$ cat config.mk
export PLATFORM = sky130hd
export DESIGN_NAME = bit_shift_flag_load_exec
export DESIGN_NICKNAME = d
export VERILOG_FILES = /design/src/logic/exec_pkg.sv /design/src/logic/bit_shift_flag_load_exec.sv /design/src/logic/shift_unit.sv
export VERILOG_INCLUDE_DIRS = /design/src /design/src/logic
export SDC_FILE = /design/constraint.sdc
export NUM_CORES = 1
export LEC_CHECK = 0
export BUFFER_PORTS_ARGS = -buffer_cell sky130_fd_sc_hd__buf_4
export CAP_MARGIN = 20
export CORE_ASPECT_RATIO = 0.6
export CORE_UTILIZATION = 40
export CTS_CLUSTER_DIAMETER = 30
export DETAILED_ROUTE_END_ITERATION = 7
export PLACE_DENSITY = 0.6
export SLEW_MARGIN = 40
export SYNTH_ARGS = -nofsm -noshare
export SYNTH_HDL_FRONTEND = slang
export SYNTH_HIERARCHICAL = 1
export SYNTH_SLANG_ARGS = --single-unit
$ cat constraint.sdc
create_clock -name clk -period 3.8 [get_ports clk]
set_input_delay 0.38 -clock clk [delete_from_list [all_inputs] [get_ports clk]]
set_output_delay 0.38 -clock clk [all_outputs]
set_load 0.02 [all_outputs]
$ cat src/logic/exec_defines.svh
`ifndef EXEC_DEFINES_SVH
`define EXEC_DEFINES_SVH

// status flag bit positions
`define FLAG_C 0
`define FLAG_Z 1
`define FLAG_N 2
`define FLAG_V 3
`define FLAG_S 4
`define FLAG_H 5
`define FLAG_T 6
`define FLAG_I 7

// reset values
`define FLAGS_RESET 8'h00
`define PC_RESET    16'h0000
`define BYTE_ZERO   8'h00

// register file geometry
`define REG_COUNT   32
`define X_PAIR_BASE 5'h1A

// operand bit positions and step sizes
`define SIGN_BIT    7
`define OFFSET_SIGN 6
`define PC_STEP     16'h0001
`define PTR_STEP    16'h0001

`endif

$ cat src/logic/exec_pkg.sv
package exec_pkg;

  // decoded operations handled by this unit
  typedef enum logic [4:0] {
    OP_NOP,
    OP_BRANCH_OVERFLOW_CLEAR,
    OP_BRANCH_IRQ_ON,
    OP_BRANCH_IRQ_OFF,
    OP_IO_BIT_SET,
    OP_IO_BIT_CLEAR,
    OP_LOGIC_SHIFT_LEFT,
    OP_LOGIC_SHIFT_RIGHT,
    OP_ROTATE_LEFT_CARRY,
    OP_ROTATE_RIGHT_CARRY,
    OP_ARITH_SHIFT_RIGHT,
    OP_NIBBLE_SWAP,
    OP_FLAG_SET_INDEXED,
    OP_FLAG_CLEAR_INDEXED,
    OP_BIT_TO_TRANSFER_FLAG,
    OP_TRANSFER_FLAG_TO_BIT,
    OP_REG_MOVE,
    OP_REGISTER_PAIR_COPY,
    OP_IMMEDIATE_LOAD,
    OP_INDIRECT_LOAD,
    OP_INDIRECT_LOAD_INC,
    OP_INDIRECT_LOAD_DEC
  } op_t;

  // shifter modes
  typedef enum logic [2:0] {
    SH_LEFT,
    SH_RIGHT,
    SH_ROT_LEFT,
    SH_ROT_RIGHT,
    SH_ARITH_RIGHT
  } shift_mode_t;

  // execution sequencer states
  typedef enum logic [1:0] {
    ST_IDLE,
    ST_BRANCH_WAIT,
    ST_IO_MODIFY,
    ST_LOAD_CAPTURE
  } state_t;

endpackage

$ cat src/logic/bit_shift_flag_load_exec.sv
`timescale 1ns/100ps
`include "exec_defines.svh"

// Operation
// - overflow-clear branch jumps offset plus one, 1/2 cycles
// - interrupt-flag branches jump on enable set/clear
// - I/O bit set/clear, two cycles, flags kept
// - shift left, zero in, updates Z C N V
// - shift right, zero into bit 7, flags
// - rotate left through carry, updates flags
// - rotate right through carry, updates flags
// - arithmetic shift right keeps sign, flags
// - nibble swap, one cycle, no flags
// - set or clear any single status flag
// - copy register bit into transfer flag
// - copy transfer flag into register bit
// - load via X then increment X, two cycles
// - decrement X then load, two cycles
module bit_shift_flag_load_exec (
  input  wire logic           clk,
  input  wire logic           reset_n,
  input  wire logic           opValid,
  input  wire exec_pkg::op_t  opCode,
  input  wire logic [4:0]     dstSel,
  input  wire logic [4:0]     srcSel,
  input  wire logic [2:0]     bitSel,
  input  wire logic [7:0]     immData,
  input  wire logic [6:0]     branchOffset,
  input  wire logic [5:0]     ioSel,
  input  wire logic [7:0]     ioRdData,
  input  wire logic [7:0]     memRdData,
  input  wire logic [4:0]     regReadSel,
  output logic                busy,
  output logic [15:0]         pcOut,
  output logic [7:0]          flagsOut,
  output logic [15:0]         memAddr,
  output logic                memRead,
  output logic [5:0]          ioAddr,
  output logic                ioRead,
  output logic                ioWrite,
  output logic [7:0]          ioWrData,
  output logic [7:0]          regReadData
);
  import exec_pkg::*;

  logic [7:0]  regs [`REG_COUNT];
  state_t      stateReg, stateNext;
  logic [15:0] pcReg, pcNext;
  logic [7:0]  flagReg, flagNext;
  logic        busyReg, busyNext;
  logic [15:0] memAddrReg, memAddrNext;
  logic        memReadReg, memReadNext;
  logic [5:0]  ioAddrReg, ioAddrNext;
  logic        ioReadReg, ioReadNext;
  logic        ioWriteReg, ioWriteNext;
  logic [7:0]  ioWdReg, ioWdNext;
  logic [7:0]  regOutReg;
  logic [4:0]  pendDstReg, pendDstNext;
  logic [7:0]  pendMaskReg, pendMaskNext;
  logic        pendSetReg, pendSetNext;
  logic        regWe, pairWe;
  logic [4:0]  regWa, pairWa;
  logic [7:0]  regWd;
  logic [15:0] pairWd;
  logic [7:0]  dstVal, srcVal;
  logic [15:0] xPtr, offExt;
  logic        issue, branchTake;
  shift_mode_t shMode;
  logic [7:0]  shResult;
  logic        shCarry, shZero, shNeg, shOvf;

  ////////////////////////////////////////////////////////////////////////////
  // operand fetch and decode helpers
  assign dstVal = regs[dstSel];
  assign srcVal = regs[srcSel];
  assign xPtr   = {regs[`X_PAIR_BASE + 5'h01], regs[`X_PAIR_BASE]};
  assign offExt = {{9{branchOffset[`OFFSET_SIGN]}}, branchOffset};
  assign issue  = opValid && !busyReg;

  // branch condition from the flags as they stand now
  always_comb begin
    unique case (opCode)
      OP_BRANCH_OVERFLOW_CLEAR: branchTake = !flagReg[`FLAG_V];
      OP_BRANCH_IRQ_ON:         branchTake = flagReg[`FLAG_I];
      OP_BRANCH_IRQ_OFF:        branchTake = !flagReg[`FLAG_I];
      default:                  branchTake = 1'b0;
    endcase
  end

  // shifter mode from the operation
  always_comb begin
    unique case (opCode)
      OP_LOGIC_SHIFT_RIGHT:  shMode = SH_RIGHT;
      OP_ROTATE_LEFT_CARRY:  shMode = SH_ROT_LEFT;
      OP_ROTATE_RIGHT_CARRY: shMode = SH_ROT_RIGHT;
      OP_ARITH_SHIFT_RIGHT:  shMode = SH_ARITH_RIGHT;
      default:               shMode = SH_LEFT;
    endcase
  end

  shift_unit shifter (
    .mode     (shMode),
    .operand  (dstVal),
    .carryIn  (flagReg[`FLAG_C]),
    .result   (shResult),
    .carryOut (shCarry),
    .zeroOut  (shZero),
    .negOut   (shNeg),
    .ovfOut   (shOvf)
  );

  ////////////////////////////////////////////////////////////////////////////
  // next-state and datapath control
  always_comb begin
    stateNext    = stateReg;
    pcNext       = pcReg;
    flagNext     = flagReg;
    memAddrNext  = memAddrReg;
    memReadNext  = 1'b0;
    ioAddrNext   = ioAddrReg;
    ioReadNext   = 1'b0;
    ioWriteNext  = 1'b0;
    ioWdNext     = ioWdReg;
    pendDstNext  = pendDstReg;
    pendMaskNext = pendMaskReg;
    pendSetNext  = pendSetReg;
    regWe        = 1'b0;
    regWa        = dstSel;
    regWd        = dstVal;
    pairWe       = 1'b0;
    pairWa       = {dstSel[4:1], 1'b0};
    pairWd       = {regs[{srcSel[4:1], 1'b1}], regs[{srcSel[4:1], 1'b0}]};
    unique case (stateReg)
      ST_IDLE: begin
        if (issue) begin
          pcNext = pcReg + `PC_STEP;
          unique case (opCode)
            OP_BRANCH_OVERFLOW_CLEAR, OP_BRANCH_IRQ_ON, OP_BRANCH_IRQ_OFF: begin
              if (branchTake) begin
                pcNext    = pcReg + offExt + `PC_STEP;
                stateNext = ST_BRANCH_WAIT;
              end
            end
            OP_IO_BIT_SET, OP_IO_BIT_CLEAR: begin
              ioAddrNext   = ioSel;
              ioReadNext   = 1'b1;
              pendMaskNext = 8'h01 << bitSel;
              pendSetNext  = (opCode == OP_IO_BIT_SET);
              stateNext    = ST_IO_MODIFY;
            end
            OP_LOGIC_SHIFT_LEFT, OP_LOGIC_SHIFT_RIGHT, OP_ROTATE_LEFT_CARRY,
            OP_ROTATE_RIGHT_CARRY, OP_ARITH_SHIFT_RIGHT: begin
              regWe              = 1'b1;
              regWd              = shResult;
              flagNext[`FLAG_C]  = shCarry;
              flagNext[`FLAG_Z]  = shZero;
              flagNext[`FLAG_N]  = shNeg;
              flagNext[`FLAG_V]  = shOvf;
            end
            OP_NIBBLE_SWAP: begin
              regWe = 1'b1;
              regWd = {dstVal[3:0], dstVal[7:4]};
            end
            OP_FLAG_SET_INDEXED:   flagNext[bitSel] = 1'b1;
            OP_FLAG_CLEAR_INDEXED: flagNext[bitSel] = 1'b0;
            OP_BIT_TO_TRANSFER_FLAG: flagNext[`FLAG_T] = srcVal[bitSel];
            OP_TRANSFER_FLAG_TO_BIT: begin
              regWe         = 1'b1;
              regWd[bitSel] = flagReg[`FLAG_T];
            end
            OP_REG_MOVE: begin
              regWe = 1'b1;
              regWd = srcVal;
            end
            OP_REGISTER_PAIR_COPY: pairWe = 1'b1;
            OP_IMMEDIATE_LOAD: begin
              regWe = 1'b1;
              regWd = immData;
            end
            OP_INDIRECT_LOAD, OP_INDIRECT_LOAD_INC, OP_INDIRECT_LOAD_DEC: begin
              memReadNext = 1'b1;
              pendDstNext = dstSel;
              stateNext   = ST_LOAD_CAPTURE;
              pairWa      = `X_PAIR_BASE;
              memAddrNext = xPtr;
              if (opCode == OP_INDIRECT_LOAD_INC) begin
                pairWe = 1'b1;
                pairWd = xPtr + `PTR_STEP;
              end else if (opCode == OP_INDIRECT_LOAD_DEC) begin
                pairWe      = 1'b1;
                pairWd      = xPtr - `PTR_STEP;
                memAddrNext = xPtr - `PTR_STEP;
              end
            end
            default: ;
          endcase
        end
      end
      ST_BRANCH_WAIT: stateNext = ST_IDLE;
      ST_IO_MODIFY: begin
        ioWriteNext = 1'b1;
        ioWdNext    = pendSetReg ? (ioRdData | pendMaskReg)
                                 : (ioRdData & ~pendMaskReg);
        stateNext   = ST_IDLE;
      end
      ST_LOAD_CAPTURE: begin
        regWe     = 1'b1;
        regWa     = pendDstReg;
        regWd     = memRdData;
        stateNext = ST_IDLE;
      end
    endcase
    busyNext = (stateNext != ST_IDLE);
  end

  ////////////////////////////////////////////////////////////////////////////
  // control registers
  always_ff @(posedge clk) begin
    if (!reset_n) begin
      stateReg    <= ST_IDLE;
      pcReg       <= `PC_RESET;
      flagReg     <= `FLAGS_RESET;
      busyReg     <= 1'b0;
      memAddrReg  <= `PC_RESET;
      memReadReg  <= 1'b0;
      ioAddrReg   <= 6'h00;
      ioReadReg   <= 1'b0;
      ioWriteReg  <= 1'b0;
      ioWdReg     <= `BYTE_ZERO;
      pendDstReg  <= 5'h00;
      pendMaskReg <= `BYTE_ZERO;
      pendSetReg  <= 1'b0;
      regOutReg   <= `BYTE_ZERO;
    end else begin
      stateReg    <= stateNext;
      pcReg       <= pcNext;
      flagReg     <= flagNext;
      busyReg     <= busyNext;
      memAddrReg  <= memAddrNext;
      memReadReg  <= memReadNext;
      ioAddrReg   <= ioAddrNext;
      ioReadReg   <= ioReadNext;
      ioWriteReg  <= ioWriteNext;
      ioWdReg     <= ioWdNext;
      pendDstReg  <= pendDstNext;
      pendMaskReg <= pendMaskNext;
      pendSetReg  <= pendSetNext;
      regOutReg   <= regs[regReadSel];
    end
  end

  // general registers, a byte port and a pair port; byte port wins on overlap
  always_ff @(posedge clk) begin
    if (pairWe) begin
      regs[pairWa]         <= pairWd[7:0];
      regs[pairWa + 5'h01] <= pairWd[15:8];
    end
    if (regWe) begin
      regs[regWa] <= regWd;
    end
  end

  assign busy        = busyReg;
  assign pcOut       = pcReg;
  assign flagsOut    = flagReg;
  assign memAddr     = memAddrReg;
  assign memRead     = memReadReg;
  assign ioAddr      = ioAddrReg;
  assign ioRead      = ioReadReg;
  assign ioWrite     = ioWriteReg;
  assign ioWrData    = ioWdReg;
  assign regReadData = regOutReg;

  ////////////////////////////////////////////////////////////////////////////
  // checks
  AST_BRANCH_OVF_TAKEN: assert property (@(posedge clk) disable iff (!reset_n)
    issue && opCode == OP_BRANCH_OVERFLOW_CLEAR && !flagReg[`FLAG_V]
    |=> pcReg == $past(pcReg) + $past(offExt) + `PC_STEP && busyReg ##1 !busyReg)
    else $error("overflow-clear branch target or timing wrong");

  AST_BRANCH_IRQ_FLAGS: assert property (@(posedge clk) disable iff (!reset_n)
    issue && (opCode == OP_BRANCH_IRQ_ON || opCode == OP_BRANCH_IRQ_OFF)
    |=> flagReg == $past(flagReg) &&
        busyReg == (($past(opCode) == OP_BRANCH_IRQ_ON) == $past(flagReg[`FLAG_I])))
    else $error("interrupt branch taken wrongly or flags changed");

  AST_BRANCH_NOT_TAKEN: assert property (@(posedge clk) disable iff (!reset_n)
    issue && opCode == OP_BRANCH_OVERFLOW_CLEAR && flagReg[`FLAG_V]
    |=> !busyReg && pcReg == $past(pcReg) + `PC_STEP)
    else $error("untaken branch not one cycle");

  AST_IO_SEQUENCE: assert property (@(posedge clk) disable iff (!reset_n)
    issue && (opCode == OP_IO_BIT_SET || opCode == OP_IO_BIT_CLEAR)
    |=> ioReadReg && !ioWriteReg ##1 ioWriteReg && !busyReg && flagReg == $past(flagReg, 2))
    else $error("io bit update not two cycles");

  AST_IO_VALUE: assert property (@(posedge clk) disable iff (!reset_n)
    ioWriteReg |-> ioWdReg == ($past(pendSetReg) ? ($past(ioRdData) | $past(pendMaskReg))
                                                 : ($past(ioRdData) & ~$past(pendMaskReg))))
    else $error("io bit update value wrong");

  AST_SHIFT_LEFT: assert property (@(posedge clk) disable iff (!reset_n)
    issue && opCode == OP_LOGIC_SHIFT_LEFT
    |=> flagReg[`FLAG_C] == $past(dstVal[`SIGN_BIT]) && !busyReg &&
        regs[$past(dstSel)] == {$past(dstVal[6:0]), 1'b0} &&
        flagReg[7:4] == $past(flagReg[7:4]))
    else $error("shift left result or flags wrong");

  AST_ROTATE_RIGHT: assert property (@(posedge clk) disable iff (!reset_n)
    issue && opCode == OP_ROTATE_RIGHT_CARRY
    |=> regs[$past(dstSel)] == {$past(flagReg[`FLAG_C]), $past(dstVal[7:1])} &&
        flagReg[`FLAG_C] == $past(dstVal[0]))
    else $error("rotate right wrong");

  AST_SWAP: assert property (@(posedge clk) disable iff (!reset_n)
    issue && opCode == OP_NIBBLE_SWAP
    |=> regs[$past(dstSel)] == {$past(dstVal[3:0]), $past(dstVal[7:4])} &&
        flagReg == $past(flagReg))
    else $error("nibble swap wrong");

  AST_BIT_STORE: assert property (@(posedge clk) disable iff (!reset_n)
    issue && opCode == OP_BIT_TO_TRANSFER_FLAG
    |=> flagReg[`FLAG_T] == $past(srcVal[bitSel]) && flagReg[5:0] == $past(flagReg[5:0]))
    else $error("bit store to transfer flag wrong");

  AST_LOAD_INC: assert property (@(posedge clk) disable iff (!reset_n)
    issue && opCode == OP_INDIRECT_LOAD_INC
    |=> memReadReg && memAddrReg == $past(xPtr) && xPtr == $past(xPtr) + `PTR_STEP
    ##1 !busyReg && regs[$past(dstSel, 2)] == $past(memRdData))
    else $error("post-increment load wrong");

  AST_LOAD_DEC: assert property (@(posedge clk) disable iff (!reset_n)
    issue && opCode == OP_INDIRECT_LOAD_DEC
    |=> memReadReg && memAddrReg == $past(xPtr) - `PTR_STEP && xPtr == memAddrReg
    ##1 !busyReg)
    else $error("pre-decrement load wrong");

endmodule

$ cat src/logic/shift_unit.sv
`timescale 1ns/100ps
`include "exec_defines.svh"

module shift_unit (
  input  wire exec_pkg::shift_mode_t mode,
  input  wire logic [7:0]            operand,
  input  wire logic                  carryIn,
  output logic [7:0]                 result,
  output logic                       carryOut,
  output logic                       zeroOut,
  output logic                       negOut,
  output logic                       ovfOut
);
  import exec_pkg::*;

  // shift or rotate by one place, carry takes the bit pushed out
  always_comb begin
    unique case (mode)
      SH_LEFT: begin
        result   = {operand[6:0], 1'b0};
        carryOut = operand[`SIGN_BIT];
      end
      SH_RIGHT: begin
        result   = {1'b0, operand[7:1]};
        carryOut = operand[0];
      end
      SH_ROT_LEFT: begin
        result   = {operand[6:0], carryIn};
        carryOut = operand[`SIGN_BIT];
      end
      SH_ROT_RIGHT: begin
        result   = {carryIn, operand[7:1]};
        carryOut = operand[0];
      end
      SH_ARITH_RIGHT: begin
        result   = {operand[`SIGN_BIT], operand[7:1]};
        carryOut = operand[0];
      end
      default: begin
        result   = operand;
        carryOut = carryIn;
      end
    endcase
  end

  // derived flags of the shifted value
  assign zeroOut = (result == `BYTE_ZERO);
  assign negOut  = result[`SIGN_BIT];
  assign ovfOut  = negOut ^ carryOut;

endmodule

Yosys cells after proc, flatten, opt, wreduce, memory -nomap -nowiden:

Memories as Yosys holds them, arrays and structs flattened. A register that Yosys moved wholly into a read port is not among the register bits.
Cells that the tools add are included.
W data, S select, Z words.

* muxes and demuxes: 52
* $add $sub $neg: 6
* shift operators: 1
* bitwise gates (word level): 7
* order comparisons: 2
* reductions and logical operators: 29
* equality and inequality tests: 28

Operator list (count)
* $mux W16: 9
* $pmux W8 S5: 2
* $add A16 B1 Y16 const B: 3
* $eq A5 B4 Y1 const B: 8
* $eq A5 B5 Y1 const B: 6
* $mux W5: 5
* $mux W8: 3
* $eq A5 B3 Y1 const B: 4
* $reduce_and A3 Y1: 6
* $add A16 B16 Y16: 1
* $and A8 B8 Y8: 2
* $mux W1: 16
* $not A8 Y8: 2
* $or A8 B8 Y8: 2
* $pmux W8 S2: 1
* $sub A16 B1 Y16 const B: 1
* $pmux W3 S4: 1
* $pmux W4 S3: 1
* $reduce_or A3 Y1: 4
* $eq A5 B2 Y1 const B: 2
* $reduce_or A9 Y1: 1
* $bwmux W8: 1
* $logic_not A8 Y1: 1
* $pmux W1 S2: 4
* 27 further kinds: 39

* register bits after elaboration: 74
* input bits: 63
* memories kept: 1
* RAM bits: 256
* logic and storage cells: 141

Memories
* regs: depth 32, bits a word 8, rd ports 7, clocked after memory_dff 1, wr ports 2, RTL line bit_shift_flag_load_exec.sv:46 `` logic [7:0] regs [`REG_COUNT]; ``

Depth between registers and ports, before layout:

* word-level depth: 9
* depth in mapped cells: 18

Cells and area by module:

The synthesis kept the hierarchy.

Modules (own cells, without submodules)
* bit_shift_flag_load_exec: cells each 2085, instances 1, area each 23732.8 um^2, seq. area each 9328.9 um^2
* shift_unit: cells each 52, instances 1, area each 346.6 um^2, seq. area each 0.0 um^2

Worst setup path before layout:

No wires, ideal clock.

* path type: input to register
* start: input dstSel[0]
* end: memory regs[0][7] (data pin)
* buffers on the path: 5
* required time: 3.507 ns
* data arrival time: 3.409 ns
* stages: 16
* slack: 0.098 ns
* setup time: 0.293 ns
* cells stage by stage: buf_6 -> buf_8 -> buf_6 -> mux4_2 -> o22ai_1 -> nor4_4 -> and2b_2 -> a31oi_1 -> o21ai_0 -> buf_4 -> a222oi_1 -> nand2_1 -> a221o_1 -> o21ai_2 -> buf_4 -> inv_1

RTL lines
* start, declared: RTL line bit_shift_flag_load_exec.sv:24 `input wire logic [4:0] dstSel,`
* end, declared: RTL line bit_shift_flag_load_exec.sv:46

==> run metrics <==
status completed; DRC 0; Worst Hold Class primary input to register; Tot GR Track Use 31.2%; first-pass GRT wire length 139,000 um; core footprint 59,300 um2; Setup CP Type register to register; P per Cell Area 407 nW/um2; dpl cell area 26,900 um2; hpwl dp 74,900 um; element type at the critical path end register; Worst Setup SP regs[10][7]$_DFFE_PP_; VDD IR max 0.357 mV; RSZ-0062 raised after global routing false; fill count 5,264; Mapped Nets 2,222; worst-margin pin slew 966 ps; die area 61,200 um2; period utilization 98.6%; total grt overflow 0; fraction of registers with async set/reset 0%; fraction of layout cells with a size suffix above 1 30.6%; #FFs+latches synth 338; Tmin final 3750 ps; router iterations before antenna repair 6; largest net degree at the start of global routing 44; top post-synthesis cells by count edfxtp_1, nor2_1, nand2_1; CP arrival 4090 ps; Initial Utilization 40.6%; chip width 319 um; top cell type's share of synthesized area 31.9%; r2r setup slk 50 ps; CTS max path bufs 3; Max Freq 0.267 GHz; Seq/Total Area, Yosys 38.7%; clk sinks 338; initial antenna violation count 1; CP required 4140 ps; Synth Warn # 6; Final #Nets 2,474; CTS tree done; global placement routability congestion 1.00; row count 69; DR WL/cell 30.0 um; Port Buffers 128; endpoints failing setup 0; Setup crit start kind register; Post-Route WL 96,800 um; cell count after synthesis 2,137; hold_sp ioSel[0]; Slew headroom 35.1%; final slew viol count 0; cell with the most instances after synthesis edfxtp_1; synth unique cells 107; Synth area leader edfxtp_1; vias after detailed routing 21,300; Hold Fails Final Rpt 0; predominant post-synthesis flop cell edfxtp_1; Area contributors post-synth edfxtp_1, mux4_2, dfxtp_1; H-tree depth 2; crit path max fanout 17; number of I/O pins 129; chip height 192 um; Inserted Clock Buffers 61; Mean Syn Cell Area 11.3 um2; post-route cell area 29,100 um2; clock skew 33.2 ps; final hold slack 23.1 ps; number of routed nets with antenna violations 0; Via density 6.60; EDFF count, synth 256; Synth Cell Area 24,100 um2; leakage 10.5 nW; clk_lat worst skew 620 ps; Area Growth Syn to Fin 20.9%; worst r2r src regs[10][7]$_DFFE_PP_; clock-pin slew on the worst setup and hold paths 50 ps; vias in the first global route 19,700; max-cap viol count 0; DRT iter0 DRCs 3,235; root buffer cell clkbuf_16
kinds of logic after synthesis:
kind of cell / Yosys count / share of synthesized area, %
simple gates: 643 / 12.8
compound gates: 525 / 14.4
flops: 338 / 38.7
buf+inv: 214 / 5.34
fa+ha+maj: 22 / 1.17
xor+xnor: 42 / 1.53
mux: 353 / 26.0
registers in the layout, indices dropped and copies added (netlist names), named ones only:
name,count
ioWrData,8
pcOut,16
pendDstReg,5
ioAddr,6
regReadData,8
busy,1
regs,256
pendMaskReg,8
ioWrite,1
memRead,1
pendSetReg,1
memAddr,16
flagsOut,5
stateReg,2
ioRead,1
cell usage in the layout (no fill, tap or decap), types with 24 or more instances in the layout:
cell	synthesis	routed
o22ai_1	27	27
a211oi_1	35	35
mux4_2	181	181
mux2i_1	139	139
a21oi_1	154	153
nand2_1	194	194
nor2_1	205	201
nand3_1	58	58
o21ai_0	110	109
edfxtp_1	256	256
dfxtp_1	82	82
a22oi_1	40	40
clkbuf_16	0	64
buf_4	23	354
nor3_1	26	24
mux4_1	26	26
report_power, final:
group          switching [mW]  total (mW)  internal [mW]  leakage, nW
logic                    1.25        2.12          0.864         6.49
clock network            2.12        5.57           3.45        0.996
registers              0.0394        4.16           4.13         2.97
what timing repair did:
action                                 in CTS  in global routing
endpoints found under the hold margin       4                  0
gates resized for setup                     1                  7
setup buffers                               0                  1
gates cloned                                0                  1
setup endpoints to repair                   1                 72
hold buffers                                4                  0
critical path, stage by stage, from the launching register on:
cell,delay (ps)
edfxtp_1,460
mux4_2,500
o22ai_1,320
nor4_1,190
buf_4,190
buf_4,170
nand2_1,90
o21ai_1,180
a222oi_1,330
nand2_1,100
a221o_1,290
o21ai_2,200
buf_12,180
inv_1,90
buf_12,150
layout make-up:
type                            instances  area (um2)  share of cell area, %
Antenna cell                            1        2.50                0.00860
Tap cell                              781         977                   3.36
Clock buffer                           69        1620                   5.57
Inverter                               25         101                  0.348
Sequential cell                       338        9330                   32.0
Timing Repair inverter                  1        7.51                 0.0258
Multi-Input combinational cell       1585       13500                   46.5
Clock inverter                         46         458                   1.57
Timing Repair Buffer                  377        3070                   10.5
through the flow:
stage | cells | TNS, ps | setup WS, ps | power (mW) | utilization (%)
after global routing | 3222 | 0 | 8.78 | 12.2 | 49.1
final | 3223 | 0 | 52.2 | 11.9 | 49.1
after detailed placement | 3101 | -54910 | -521 | 6.28 | 45.4
after CTS | 3220 | 0 | 65.2 | 11.8 | 48.9
after global placement | 3100 | -38880 | -299 | 6.24 | 45.3
after floorplan | 2137 | 0 | 97.9 | 5.52 | -
metal layers:
layer	global-route usage (%)	part of all wire, %
met1	48.0	44
met2	40.5	39
met3	11.6	15
met4	6.86	1.8
met5	0	0.012
path summary, 6_finish.rpt:
kind / to / depth (start not counted)
setup / recovery: regs[26][7]$_DFFE_PP_ / 14
hold / removal: ioAddr[0]$_SDFFE_PN0P_ / 3
setup reg to reg: regs[26][7]$_DFFE_PP_ / 14
hold reg to reg: ioAddr[1]$_SDFFE_PN0P_ / 2
No activity file was read; power rests on OpenSTA's default activity.
